--- src/mot_pkg.sv ---
package mot_pkg;

  localparam logic [7:0] FUNC_CODE = 8'h2B;
  localparam logic [7:0] MEI_TYPE = 8'h0D;
  localparam logic [7:0] EXC_FLAG = 8'h80;
  localparam logic [7:0] EXC_EXTENDED = 8'hFF;
  localparam logic [7:0] EXC_LEN_HI = 8'h00;
  localparam logic [7:0] EXC_LEN_LO = 8'h06;
  localparam logic [7:0] EXC_CODE = 8'hCE;
  localparam logic [7:0] NODE_MIN = 8'h01;
  localparam logic [7:0] NODE_MAX = 8'h7F;
  localparam logic [15:0] COUNT_MAX = 16'h00FD;

  localparam int FLAG_MULTI = 0;
  localparam int FLAG_EXT = 1;
  localparam int FLAG_CNT = 2;
  localparam int FLAG_RES3 = 3;
  localparam int FLAG_RES4 = 4;
  localparam int FLAG_NETID = 5;
  localparam int FLAG_ENC = 6;
  localparam int FLAG_WRITE = 7;

  localparam logic [31:0] ERR_UNSUPPORTED = 32'hFFFF1003;
  localparam logic [31:0] ERR_BAD_CMD = 32'hFFFF0003;
  localparam logic [31:0] ERR_LEN = 32'hFFFF0011;
  localparam logic [31:0] ERR_TOO_LONG = 32'hFFFF0012;

  localparam logic [3:0] ADDR_FIELD_BYTES = 4'h8;
  localparam logic [8:0] ERR_FRAME_LEN = 9'h00B;
  localparam int HDR_MAX = 16;

  typedef struct packed {
    logic write;
    logic multi;
    logic [7:0] targetNodeNumber;
    logic [15:0] index;
    logic [7:0] subIndex;
    logic [15:0] start;
    logic [15:0] count;
  } mot_od_req_t;

  typedef struct packed {
    logic err;
    logic [31:0] code;
    logic [7:0] len;
  } mot_od_rsp_t;

  typedef enum logic [11:0] {
    ST_ADDR = 12'h001,
    ST_FUNC = 12'h002,
    ST_MEI = 12'h004,
    ST_FLAG1 = 12'h008,
    ST_FLAG2 = 12'h010,
    ST_RSVD = 12'h020,
    ST_CNTR = 12'h040,
    ST_FIELDS = 12'h080,
    ST_DATA = 12'h100,
    ST_SKIP = 12'h200,
    ST_DICT = 12'h400,
    ST_SEND = 12'h800
  } mot_state_t;

endpackage : mot_pkg

--- src/mot_od_tunnel.sv ---
// Overview of operation
// - Frame is address, 2B, 0D, options of 2-4 bytes, address area, CRC.
// - Options: flag field, zero reserved byte, counter byte only if flagged.
// - Flag bit 0 is the MSB of flag byte 1; bits 8-15 in byte 2.
// - Flag bit 1 set means a second flag byte is present.
// - Flag bit 2 set means the counter byte is present.
// - Flag bit 7 selects read (0) or write (1).
// - Node 01-7F, index, subindex, start, count up to 00FD, high first.
// - Only the master starts accesses; addressed requests get a reply; none sent for other function or MEI codes or truncated frames.
// - Error reply: AB, FF, length 6, 0D, CE, four-byte error code.
`timescale 1ns/1ns
`default_nettype none
module mot_od_tunnel
  import mot_pkg::*;
#(
  parameter int DATA_MAX = 253
)(
  input wire logic clk, // 20 MHz clock.
  input wire logic srst, // Synchronous reset.
  input wire logic [7:0] ownAddr, // Server address of this device.
  input wire logic rxValid, // Request byte strobe, CRC stripped.
  input wire logic [7:0] rxData, // Request byte.
  input wire logic rxEnd, // Frame end pulse after the last byte.
  output logic busy_ff, // Request being served.
  output mot_od_req_t odReq_ff, // Decoded dictionary request.
  output logic odReqValid_ff, // One-cycle dictionary request pulse.
  input wire logic [7:0] odBufAddr, // Data buffer read address.
  output logic [7:0] odBufData_ff, // Data buffer byte, one cycle late.
  input wire logic odRdValid, // Read data byte strobe.
  input wire logic [7:0] odRdData, // Read data byte, LSB first.
  input wire logic odRspValid, // Dictionary completion pulse.
  input wire mot_od_rsp_t odRsp, // Completion status and length.
  output logic txValid_ff, // Response byte valid.
  output logic [7:0] txData_ff, // Response byte.
  output logic txLast_ff, // Last byte of the response.
  input wire logic txReady // Response byte taken.
);

  mot_state_t state_ff;
  logic [7:0] hdr_ff [0:HDR_MAX-1];
  logic [7:0] buf_ff [0:DATA_MAX-1];
  logic [4:0] hdrLen_ff;
  logic [3:0] fldIdx_ff;
  logic [8:0] dataCnt_ff;
  logic [8:0] txIdx_ff;
  logic [8:0] txTotal_ff;
  logic [31:0] errCode_ff;
  logic errResp_ff;
  logic badFlags_ff;
  logic extFlag_ff;
  logic cntFlag_ff;
  logic [15:0] cntOut_ff;
  logic rxByte;
  logic parsing;
  logic sendDone;
  logic [7:0] nextByte;
  logic [31:0] evalErr;

  function automatic logic flagBit(input logic [7:0] b, input int k);
    flagBit = b[7-k];
  endfunction : flagBit

  assign parsing = !(state_ff inside {ST_DICT, ST_SEND});
  assign rxByte = rxValid && parsing;
  assign sendDone = txValid_ff && txReady && txLast_ff;

  always_comb
  begin
    evalErr = 32'h0000_0000;
    if (badFlags_ff)
      evalErr = ERR_UNSUPPORTED;
    else if (odReq_ff.count > COUNT_MAX)
      evalErr = ERR_TOO_LONG;
    else if (odReq_ff.targetNodeNumber < NODE_MIN ||
             odReq_ff.targetNodeNumber > NODE_MAX)
      evalErr = ERR_BAD_CMD;
    else if (dataCnt_ff != (odReq_ff.write ? odReq_ff.count[8:0] : 9'h000))
      evalErr = ERR_LEN;
  end

  ////////////////////////////////////////////////////////////////////////////
  // Frame parser and sequencing.
  always_ff @(posedge clk)
  begin
    if (srst)
      state_ff <= ST_ADDR;
    else if (rxEnd && parsing)
    begin
      if (state_ff == ST_DATA)
        state_ff <= (evalErr != 32'h0000_0000) ? ST_SEND : ST_DICT;
      else
        state_ff <= ST_ADDR; // Truncated or foreign frames get no reply.
    end
    else if (rxByte)
    begin
      case (state_ff)
        ST_ADDR:
          state_ff <= (rxData == ownAddr && ownAddr != 8'h00) ?
                      ST_FUNC : ST_SKIP;
        ST_FUNC:
          state_ff <= (rxData == FUNC_CODE) ? ST_MEI : ST_SKIP;
        ST_MEI:
          state_ff <= (rxData == MEI_TYPE) ? ST_FLAG1 : ST_SKIP;
        ST_FLAG1:
          state_ff <= flagBit(rxData, FLAG_EXT) ? ST_FLAG2 : ST_RSVD;
        ST_FLAG2:
          state_ff <= ST_RSVD;
        ST_RSVD:
          state_ff <= cntFlag_ff ? ST_CNTR : ST_FIELDS;
        ST_CNTR:
          state_ff <= ST_FIELDS;
        ST_FIELDS:
          if (fldIdx_ff == ADDR_FIELD_BYTES - 4'h1)
            state_ff <= ST_DATA;
        default:
          state_ff <= state_ff;
      endcase
    end
    else if (state_ff == ST_DICT && odRspValid)
      state_ff <= ST_SEND;
    else if (state_ff == ST_SEND && sendDone)
      state_ff <= ST_ADDR;
  end

  always_ff @(posedge clk)
  begin
    if (srst)
      busy_ff <= 1'b0;
    else
      busy_ff <= !parsing;
  end

  ////////////////////////////////////////////////////////////////////////////
  // Option flags and address area capture.
  always_ff @(posedge clk)
  begin
    if (srst)
    begin
      badFlags_ff <= 1'b0;
      extFlag_ff <= 1'b0;
      cntFlag_ff <= 1'b0;
      fldIdx_ff <= 4'h0;
      odReq_ff <= '0;
    end
    else if (rxByte)
    begin
      case (state_ff)
        ST_ADDR:
        begin
          badFlags_ff <= 1'b0;
          fldIdx_ff <= 4'h0;
        end
        ST_FLAG1:
        begin
          odReq_ff.multi <= flagBit(rxData, FLAG_MULTI);
          extFlag_ff <= flagBit(rxData, FLAG_EXT);
          cntFlag_ff <= flagBit(rxData, FLAG_CNT);
          odReq_ff.write <= flagBit(rxData, FLAG_WRITE);
          badFlags_ff <= flagBit(rxData, FLAG_RES3) ||
                         flagBit(rxData, FLAG_RES4) ||
                         flagBit(rxData, FLAG_NETID) ||
                         flagBit(rxData, FLAG_ENC);
        end
        ST_FLAG2:
          badFlags_ff <= badFlags_ff || rxData != 8'h00;
        ST_RSVD:
          badFlags_ff <= badFlags_ff || rxData != 8'h00;
        ST_FIELDS:
        begin
          fldIdx_ff <= fldIdx_ff + 4'h1;
          case (fldIdx_ff)
            4'h0: odReq_ff.targetNodeNumber <= rxData;
            4'h1: odReq_ff.index[15:8] <= rxData;
            4'h2: odReq_ff.index[7:0] <= rxData;
            4'h3: odReq_ff.subIndex <= rxData;
            4'h4: odReq_ff.start[15:8] <= rxData;
            4'h5: odReq_ff.start[7:0] <= rxData;
            4'h6: odReq_ff.count[15:8] <= rxData;
            default: odReq_ff.count[7:0] <= rxData;
          endcase
        end
        default:
          fldIdx_ff <= fldIdx_ff;
      endcase
    end
  end

  ////////////////////////////////////////////////////////////////////////////
  // Echo header store and data buffer.
  always_ff @(posedge clk)
  begin
    if (srst)
      hdrLen_ff <= 5'h00;
    else if (rxByte && state_ff == ST_ADDR)
    begin
      hdr_ff[0] <= rxData;
      hdrLen_ff <= 5'h01;
    end
    else if (rxByte && !(state_ff inside {ST_DATA, ST_SKIP}))
    begin
      hdr_ff[hdrLen_ff[3:0]] <= rxData;
      hdrLen_ff <= hdrLen_ff + 5'h01;
    end
  end

  always_ff @(posedge clk)
  begin
    if (srst)
      dataCnt_ff <= 9'h000;
    else if (rxByte && state_ff == ST_ADDR)
      dataCnt_ff <= 9'h000;
    else if (rxByte && state_ff == ST_DATA)
    begin
      if (dataCnt_ff < 9'(DATA_MAX))
        buf_ff[dataCnt_ff[7:0]] <= rxData;
      if (dataCnt_ff != 9'h1FF)
        dataCnt_ff <= dataCnt_ff + 9'h001;
    end
    else if (state_ff == ST_DICT && odRdValid)
    begin
      if (dataCnt_ff < 9'(DATA_MAX))
        buf_ff[dataCnt_ff[7:0]] <= odRdData;
      dataCnt_ff <= dataCnt_ff + 9'h001;
    end
    else if (state_ff == ST_DATA && rxEnd && evalErr == 32'h0000_0000 &&
             !odReq_ff.write)
      dataCnt_ff <= 9'h000;
  end

  always_ff @(posedge clk)
  begin
    if (srst)
      odBufData_ff <= 8'h00;
    else
      odBufData_ff <= buf_ff[odBufAddr];
  end

  ////////////////////////////////////////////////////////////////////////////
  // Dictionary request and response selection.
  always_ff @(posedge clk)
  begin
    if (srst)
    begin
      odReqValid_ff <= 1'b0;
      errResp_ff <= 1'b0;
      errCode_ff <= 32'h0000_0000;
      cntOut_ff <= 16'h0000;
      txTotal_ff <= 9'h000;
    end
    else
    begin
      odReqValid_ff <= 1'b0;
      if (state_ff == ST_DATA && rxEnd)
      begin
        errResp_ff <= evalErr != 32'h0000_0000;
        errCode_ff <= evalErr;
        txTotal_ff <= ERR_FRAME_LEN;
        odReqValid_ff <= evalErr == 32'h0000_0000;
      end
      else if (state_ff == ST_DICT && odRspValid)
      begin
        errResp_ff <= odRsp.err;
        errCode_ff <= odRsp.code;
        if (odRsp.err)
          txTotal_ff <= ERR_FRAME_LEN;
        else if (odReq_ff.write)
        begin
          cntOut_ff <= 16'h0000;
          txTotal_ff <= {4'h0, hdrLen_ff};
        end
        else
        begin
          cntOut_ff <= {8'h00, odRsp.len};
          txTotal_ff <= {4'h0, hdrLen_ff} + {1'b0, odRsp.len};
        end
      end
    end
  end

  ////////////////////////////////////////////////////////////////////////////
  // Response byte stream.
  always_comb
  begin
    nextByte = 8'h00;
    if (errResp_ff)
    begin
      case (txIdx_ff[3:0])
        4'h0: nextByte = ownAddr;
        4'h1: nextByte = FUNC_CODE | EXC_FLAG;
        4'h2: nextByte = EXC_EXTENDED;
        4'h3: nextByte = EXC_LEN_HI;
        4'h4: nextByte = EXC_LEN_LO;
        4'h5: nextByte = MEI_TYPE;
        4'h6: nextByte = EXC_CODE;
        4'h7: nextByte = errCode_ff[31:24];
        4'h8: nextByte = errCode_ff[23:16];
        4'h9: nextByte = errCode_ff[15:8];
        default: nextByte = errCode_ff[7:0];
      endcase
    end
    else if (txIdx_ff < {4'h0, hdrLen_ff} - 9'h002)
      nextByte = hdr_ff[txIdx_ff[3:0]];
    else if (txIdx_ff == {4'h0, hdrLen_ff} - 9'h002)
      nextByte = cntOut_ff[15:8];
    else if (txIdx_ff == {4'h0, hdrLen_ff} - 9'h001)
      nextByte = cntOut_ff[7:0];
    else
      nextByte = buf_ff[8'(txIdx_ff - {4'h0, hdrLen_ff})];
  end

  always_ff @(posedge clk)
  begin
    if (srst || state_ff != ST_SEND || sendDone)
    begin
      txValid_ff <= 1'b0;
      txData_ff <= 8'h00;
      txLast_ff <= 1'b0;
      txIdx_ff <= 9'h000;
    end
    else if (!txValid_ff || txReady)
    begin
      txValid_ff <= 1'b1;
      txData_ff <= nextByte;
      txLast_ff <= txIdx_ff == txTotal_ff - 9'h001;
      txIdx_ff <= txIdx_ff + 9'h001;
    end
  end

  ////////////////////////////////////////////////////////////////////////////
  // Checks.
  a_fc_reject: assert property (@(posedge clk) disable iff (srst)
    state_ff == ST_FUNC && rxByte && !rxEnd && rxData != FUNC_CODE
    |=> state_ff == ST_SKIP)
    else $error("Wrong function code not skipped.");
  a_bit_order: assert property (@(posedge clk) disable iff (srst)
    state_ff == ST_FLAG1 && rxByte && !rxEnd
    |=> odReq_ff.write == $past(rxData[0]) &&
        odReq_ff.multi == $past(rxData[7]))
    else $error("Flag bit numbering wrong.");
  a_ext_skip: assert property (@(posedge clk) disable iff (srst)
    state_ff == ST_FLAG1 && rxByte && !rxEnd && !rxData[6]
    |=> state_ff == ST_RSVD)
    else $error("Second flag byte expected wrongly.");
  a_cnt_opt: assert property (@(posedge clk) disable iff (srst)
    state_ff == ST_RSVD && rxByte && !rxEnd
    |=> state_ff == (cntFlag_ff ? ST_CNTR : ST_FIELDS))
    else $error("Counter byte handling wrong.");
  a_req_range: assert property (@(posedge clk) disable iff (srst)
    odReqValid_ff |-> odReq_ff.count <= COUNT_MAX &&
    odReq_ff.targetNodeNumber inside {[NODE_MIN:NODE_MAX]} ##1 !odReqValid_ff)
    else $error("Bad dictionary request issued.");
  a_reply_addr: assert property (@(posedge clk) disable iff (srst)
    $rose(txValid_ff) |-> txData_ff == ownAddr && txIdx_ff == 9'h001)
    else $error("Reply does not start with own address.");
  a_write_zero: assert property (@(posedge clk) disable iff (srst)
    txValid_ff && !errResp_ff && odReq_ff.write &&
    txIdx_ff >= {4'h0, hdrLen_ff} - 9'h001 |-> txData_ff == 8'h00)
    else $error("Write reply count not zero.");
  a_bad_flags: assert property (@(posedge clk) disable iff (srst)
    state_ff == ST_DATA && rxEnd && badFlags_ff
    |=> errResp_ff && errCode_ff == ERR_UNSUPPORTED && !odReqValid_ff)
    else $error("Bad flags not rejected.");
  a_err_frame: assert property (@(posedge clk) disable iff (srst)
    txValid_ff && errResp_ff && txIdx_ff == 9'h002
    |-> txData_ff == 8'hAB ##0 txTotal_ff == ERR_FRAME_LEN)
    else $error("Error reply function code wrong.");

  c_read_ok: cover property (@(posedge clk) disable iff (srst)
    sendDone && !errResp_ff && !odReq_ff.write);
  c_write_ok: cover property (@(posedge clk) disable iff (srst)
    sendDone && !errResp_ff && odReq_ff.write);
  c_error: cover property (@(posedge clk) disable iff (srst)
    sendDone && errResp_ff);
  c_two_flags: cover property (@(posedge clk) disable iff (srst)
    state_ff == ST_FLAG2 && rxByte);

endmodule : mot_od_tunnel
`default_nettype wire

--- config.mk ---
export PLATFORM = sky130hd
export DESIGN_NAME = mot_od_tunnel
export DESIGN_NICKNAME = d
export VERILOG_FILES = /design/src/mot_pkg.sv /design/src/mot_od_tunnel.sv
export SDC_FILE = /design/constraint.sdc
export NUM_CORES = 2
export LEC_CHECK = 0
export ABC_AREA = 0
export BUFFER_PORTS_ARGS = -buffer_cell sky130_fd_sc_hd__buf_2
export CAP_MARGIN = 5
export CORE_ASPECT_RATIO = 1.75
export CORE_UTILIZATION = 55
export CTS_CLUSTER_SIZE = 8
export DETAILED_ROUTE_END_ITERATION = 8
export GPL_ROUTABILITY_DRIVEN = 1
export PLACE_DENSITY_LB_ADDON = 0.12
export SYNTH_ARGS = -nofsm -noshare
export SYNTH_HDL_FRONTEND = slang
export SYNTH_SLANG_ARGS = --single-unit
--- constraint.sdc ---
create_clock -name clk -period 41.6 [get_ports clk]
set_input_delay 2.08 -clock clk [delete_from_list [all_inputs] [get_ports clk]]
set_output_delay 2.08 -clock clk [all_outputs]
set_load 0.05 [all_outputs]
==> metrics.txt <==
outcome completed; Post-CTS Hold Buffers 0; Primary FF master, synth edfxtp_1; row count 215; Crit. Startpoint txIdx_ff[1]; delay of the slowest cell on the worst path 1.19 ns; worst-path fanout max 48; Final Cell Area 121400 um2; area occupied by multi-input gates 38740 um2; max-cap violations 0; share of cells above drive strength 1 32.74%; Tcrit/Tclk final 16.74%; slowest library cell on the worst path fa_4; Pwr per Cell Area 46.84 nW/um2; Synth Area in XOR/XNOR 0.4867%; number of gates resized after CTS 0; setup_tns 0 ns; Area Overhead vs Synth 11.37%; # fillers 13790; CP arrival 7.69 ns; Vias 63780; Synth async-reset ratio 0%; count of cell types in the netlist 89; DRC viols 0; root buf cell clkbuf_16; Routed Antenna Nets 0; Hold/Removal Path Class register to register; fraction of the mapped netlist area in simple logic gates 4.566%; Final Critical Period 6.962 ns; Max Freq 0.1436 GHz; crit end category register; Startpoint Class register; initial drt markers 8048; slew margin rel. 13.93%; vias in the first global route 64910; syn avg cell area 18.61 um2; min-delay src odReq_ff[40]; first-pass GRT wire length 487700 um; Post-Syn Nets 5977; WL/cell 39.43 um; area of the core 196400 um2; top area cells in the synthesized netlist edfxtp_1, mux4_2, dfxtp_1; yosys warns 0; CTS tree yes; Die Y-Extent 590.9 um; post-synthesis mux area share 27.19%; Synth Area in Compound Gates 2.583%; I/O pin count 166; top cell type by total area after synthesis edfxtp_1; adder-cell share of the synthesized area 0.4615%; post-synthesis sequential element count 2333; H-tree levels 5; Die X 338.5 um; Placer Congestion 0.9403; TritonCTS buffer count 333; Mapped Cells 5858; sequential area share after synthesis 62.61%; Slew @ Worst Pin 1.286 ns; Skew-Pair Late Insertion Delay 0.86 ns; largest family of logic cells by synthesized area multiplexers; initial core utilization 55.50%; DRT Wirelength 345500 um; total track usage 34.79%; most common cell in the netlist edfxtp_1; Post-Syn Area 109000 um2; Max Clock Skew 0.05388 ns; nets@finish 6177; first-pass iteration count of the detailed router 8; Leak Pwr 38.49 nW; RSZ-0062 raised after global routing no; largest net degree at the start of global routing 179; CTS max path bufs 4; Final Max Tran Viols 0; Port Buffer Count 165; crit-path cells inv_1, fa_4, buf_4, buf_4, buf_4, mux4_2, mux4_2, mux2i_1, o22ai_1, o21ai_0, a311oi_1; required time worst endpoint 42.32 ns; Post-DP Area 112400 um2; Setup Viol. Count Final 0; worst reg2reg path startpoint txIdx_ff[1]; initial antenna violation count 13; Post-DP HPWL 223500 um; Die ar. 200000 um2; Yosys top cell area share 59.29%; synth cell count leaders edfxtp_1, mux4_2, nand2_1; clk sink count 2333; Final Hold Vio Count 0; postcts setup bufs 0; Crit path top cell by count buf_4; Peak VDD IR 0.00003601 V; CP Class register to register; clk slew on worst S/H paths 0.05 ns; Post-synth EDFFs 2152; vias per cell 7.279; total grt overflow 0; flip-flop and latch area 68250 um2
## path summary, 6_finish.rpt
check	to	slack, ns	cells after the start
worst max register to register	txData_ff[0]	34.64	11
worst max-delay path	txData_ff[0]	34.64	11
worst min register to register	odReq_ff[40]	0.45	2
worst min-delay path	odReq_ff[40]	0.45	2
## power breakdown
part / internal (mW) / switching, mW
Clock: 1.45 / 0.967
Sequential: 2.57 / 0.00268
Combinational: 0.264 / 0.434
Total: 4.28 / 1.40
## kinds of logic (layout without fill, tap and decap cells)
kind of cell	after synthesis	count (layout)
and+or+nand+nor	1130	1130
buffers and inverters	480	768
adders and majority gates	39	39
other	0	12
DFF	2333	2333
AOI/OAI and AO/OA	444	444
muxes	1374	1374
xor gates and xnor gates	58	58
## final cells by class
class	instances	share of cell area (%)
diodes	12	0.02474
clock buffers	409	7.205
clock inverters	14	0.1412
inverters	31	0.09586
multi-input cells	3045	31.91
flip-flops and latches	2333	56.22
well taps	2604	2.684
repair buffers	314	1.718
## metal layers
layer	vias to the layer above	global-route usage (%)	share of wire, %
met4	6	26.62	9.1
met1	33440	40.79	32
met2	4456	56.77	49
li1	24870	-	-
met3	1005	7.148	9.8
met5	-	0	0.012
## through the flow
| step | hold slack [ns] | total power [mW] | util (%) | cells | worst slack (ns) |
|---|---|---|---|---|---|
| global placement | 0.4359 | 3.299 | 57.26 | 8327 | 33.81 |
| global route | 0.4654 | 5.786 | 61.81 | 8755 | 34.36 |
| detailed placement | 0.4445 | 3.302 | 57.26 | 8327 | 33.77 |
| floorplan | 0.4288 | 3.039 | - | 5858 | 26.83 |
| CTS | 0.4495 | 5.684 | 61.80 | 8750 | 34.68 |
| finish | 0.4492 | 5.686 | 61.82 | 8762 | 34.64 |
## state kept, by name, summed over array words and instances, names as in the netlist, 4 cells and up, named ones only
register	cells
dataCnt_ff	9
cntOut_ff	8
txData_ff	8
fldIdx_ff	4
txTotal_ff	9
errCode_ff	32
hdrLen_ff	5
txIdx_ff	9
odBufData_ff	8
hdr_ff	128
state_ff	12
buf_ff	2024
odReq_ff	66
## cell usage in the layout, fill, tap and decap left out, types with 7 or more instances in the layout
| cell | count |
|---|---|
| o211ai_1 | 9 |
| nand3_2 | 12 |
| a221oi_1 | 15 |
| diode_2 | 12 |
| edfxtp_1 | 2152 |
| mux2i_1 | 90 |
| mux2_2 | 9 |
| nor3_1 | 24 |
| a31oi_1 | 29 |
| a211oi_1 | 16 |
| o221ai_1 | 8 |
| and3_1 | 24 |
| a22oi_1 | 25 |
| nor2b_1 | 23 |
| and2_1 | 15 |
| xor2_1 | 20 |
| inv_6 | 7 |
| buf_4 | 143 |
| o22ai_1 | 24 |
| nand3_1 | 69 |
| xnor2_1 | 32 |
| mux4_2 | 1268 |
| buf_12 | 8 |
| nor4_1 | 16 |
| nor2_1 | 400 |
| dfxtp_1 | 180 |
| nand2b_1 | 16 |
| ha_1 | 36 |
| clkbuf_16 | 339 |
| buf_2 | 159 |
| inv_1 | 31 |
| a32oi_1 | 19 |
| o21ai_0 | 62 |
| nand4_1 | 27 |
| nand2_1 | 448 |
| clkbuf_1 | 70 |
| a21oi_1 | 171 |
| mux2_8 | 7 |
## worst max-delay path: cells and delay by family, from the launching register on
family | cells | cell delay [ns]
fa+ha+maj | 1 | 1.19
buf+inv | 4 | 2.37
compound gates | 3 | 0.96
mux | 3 | 1.52
flops | 1 | 0.60
Power figures use the tool's default switching activity.
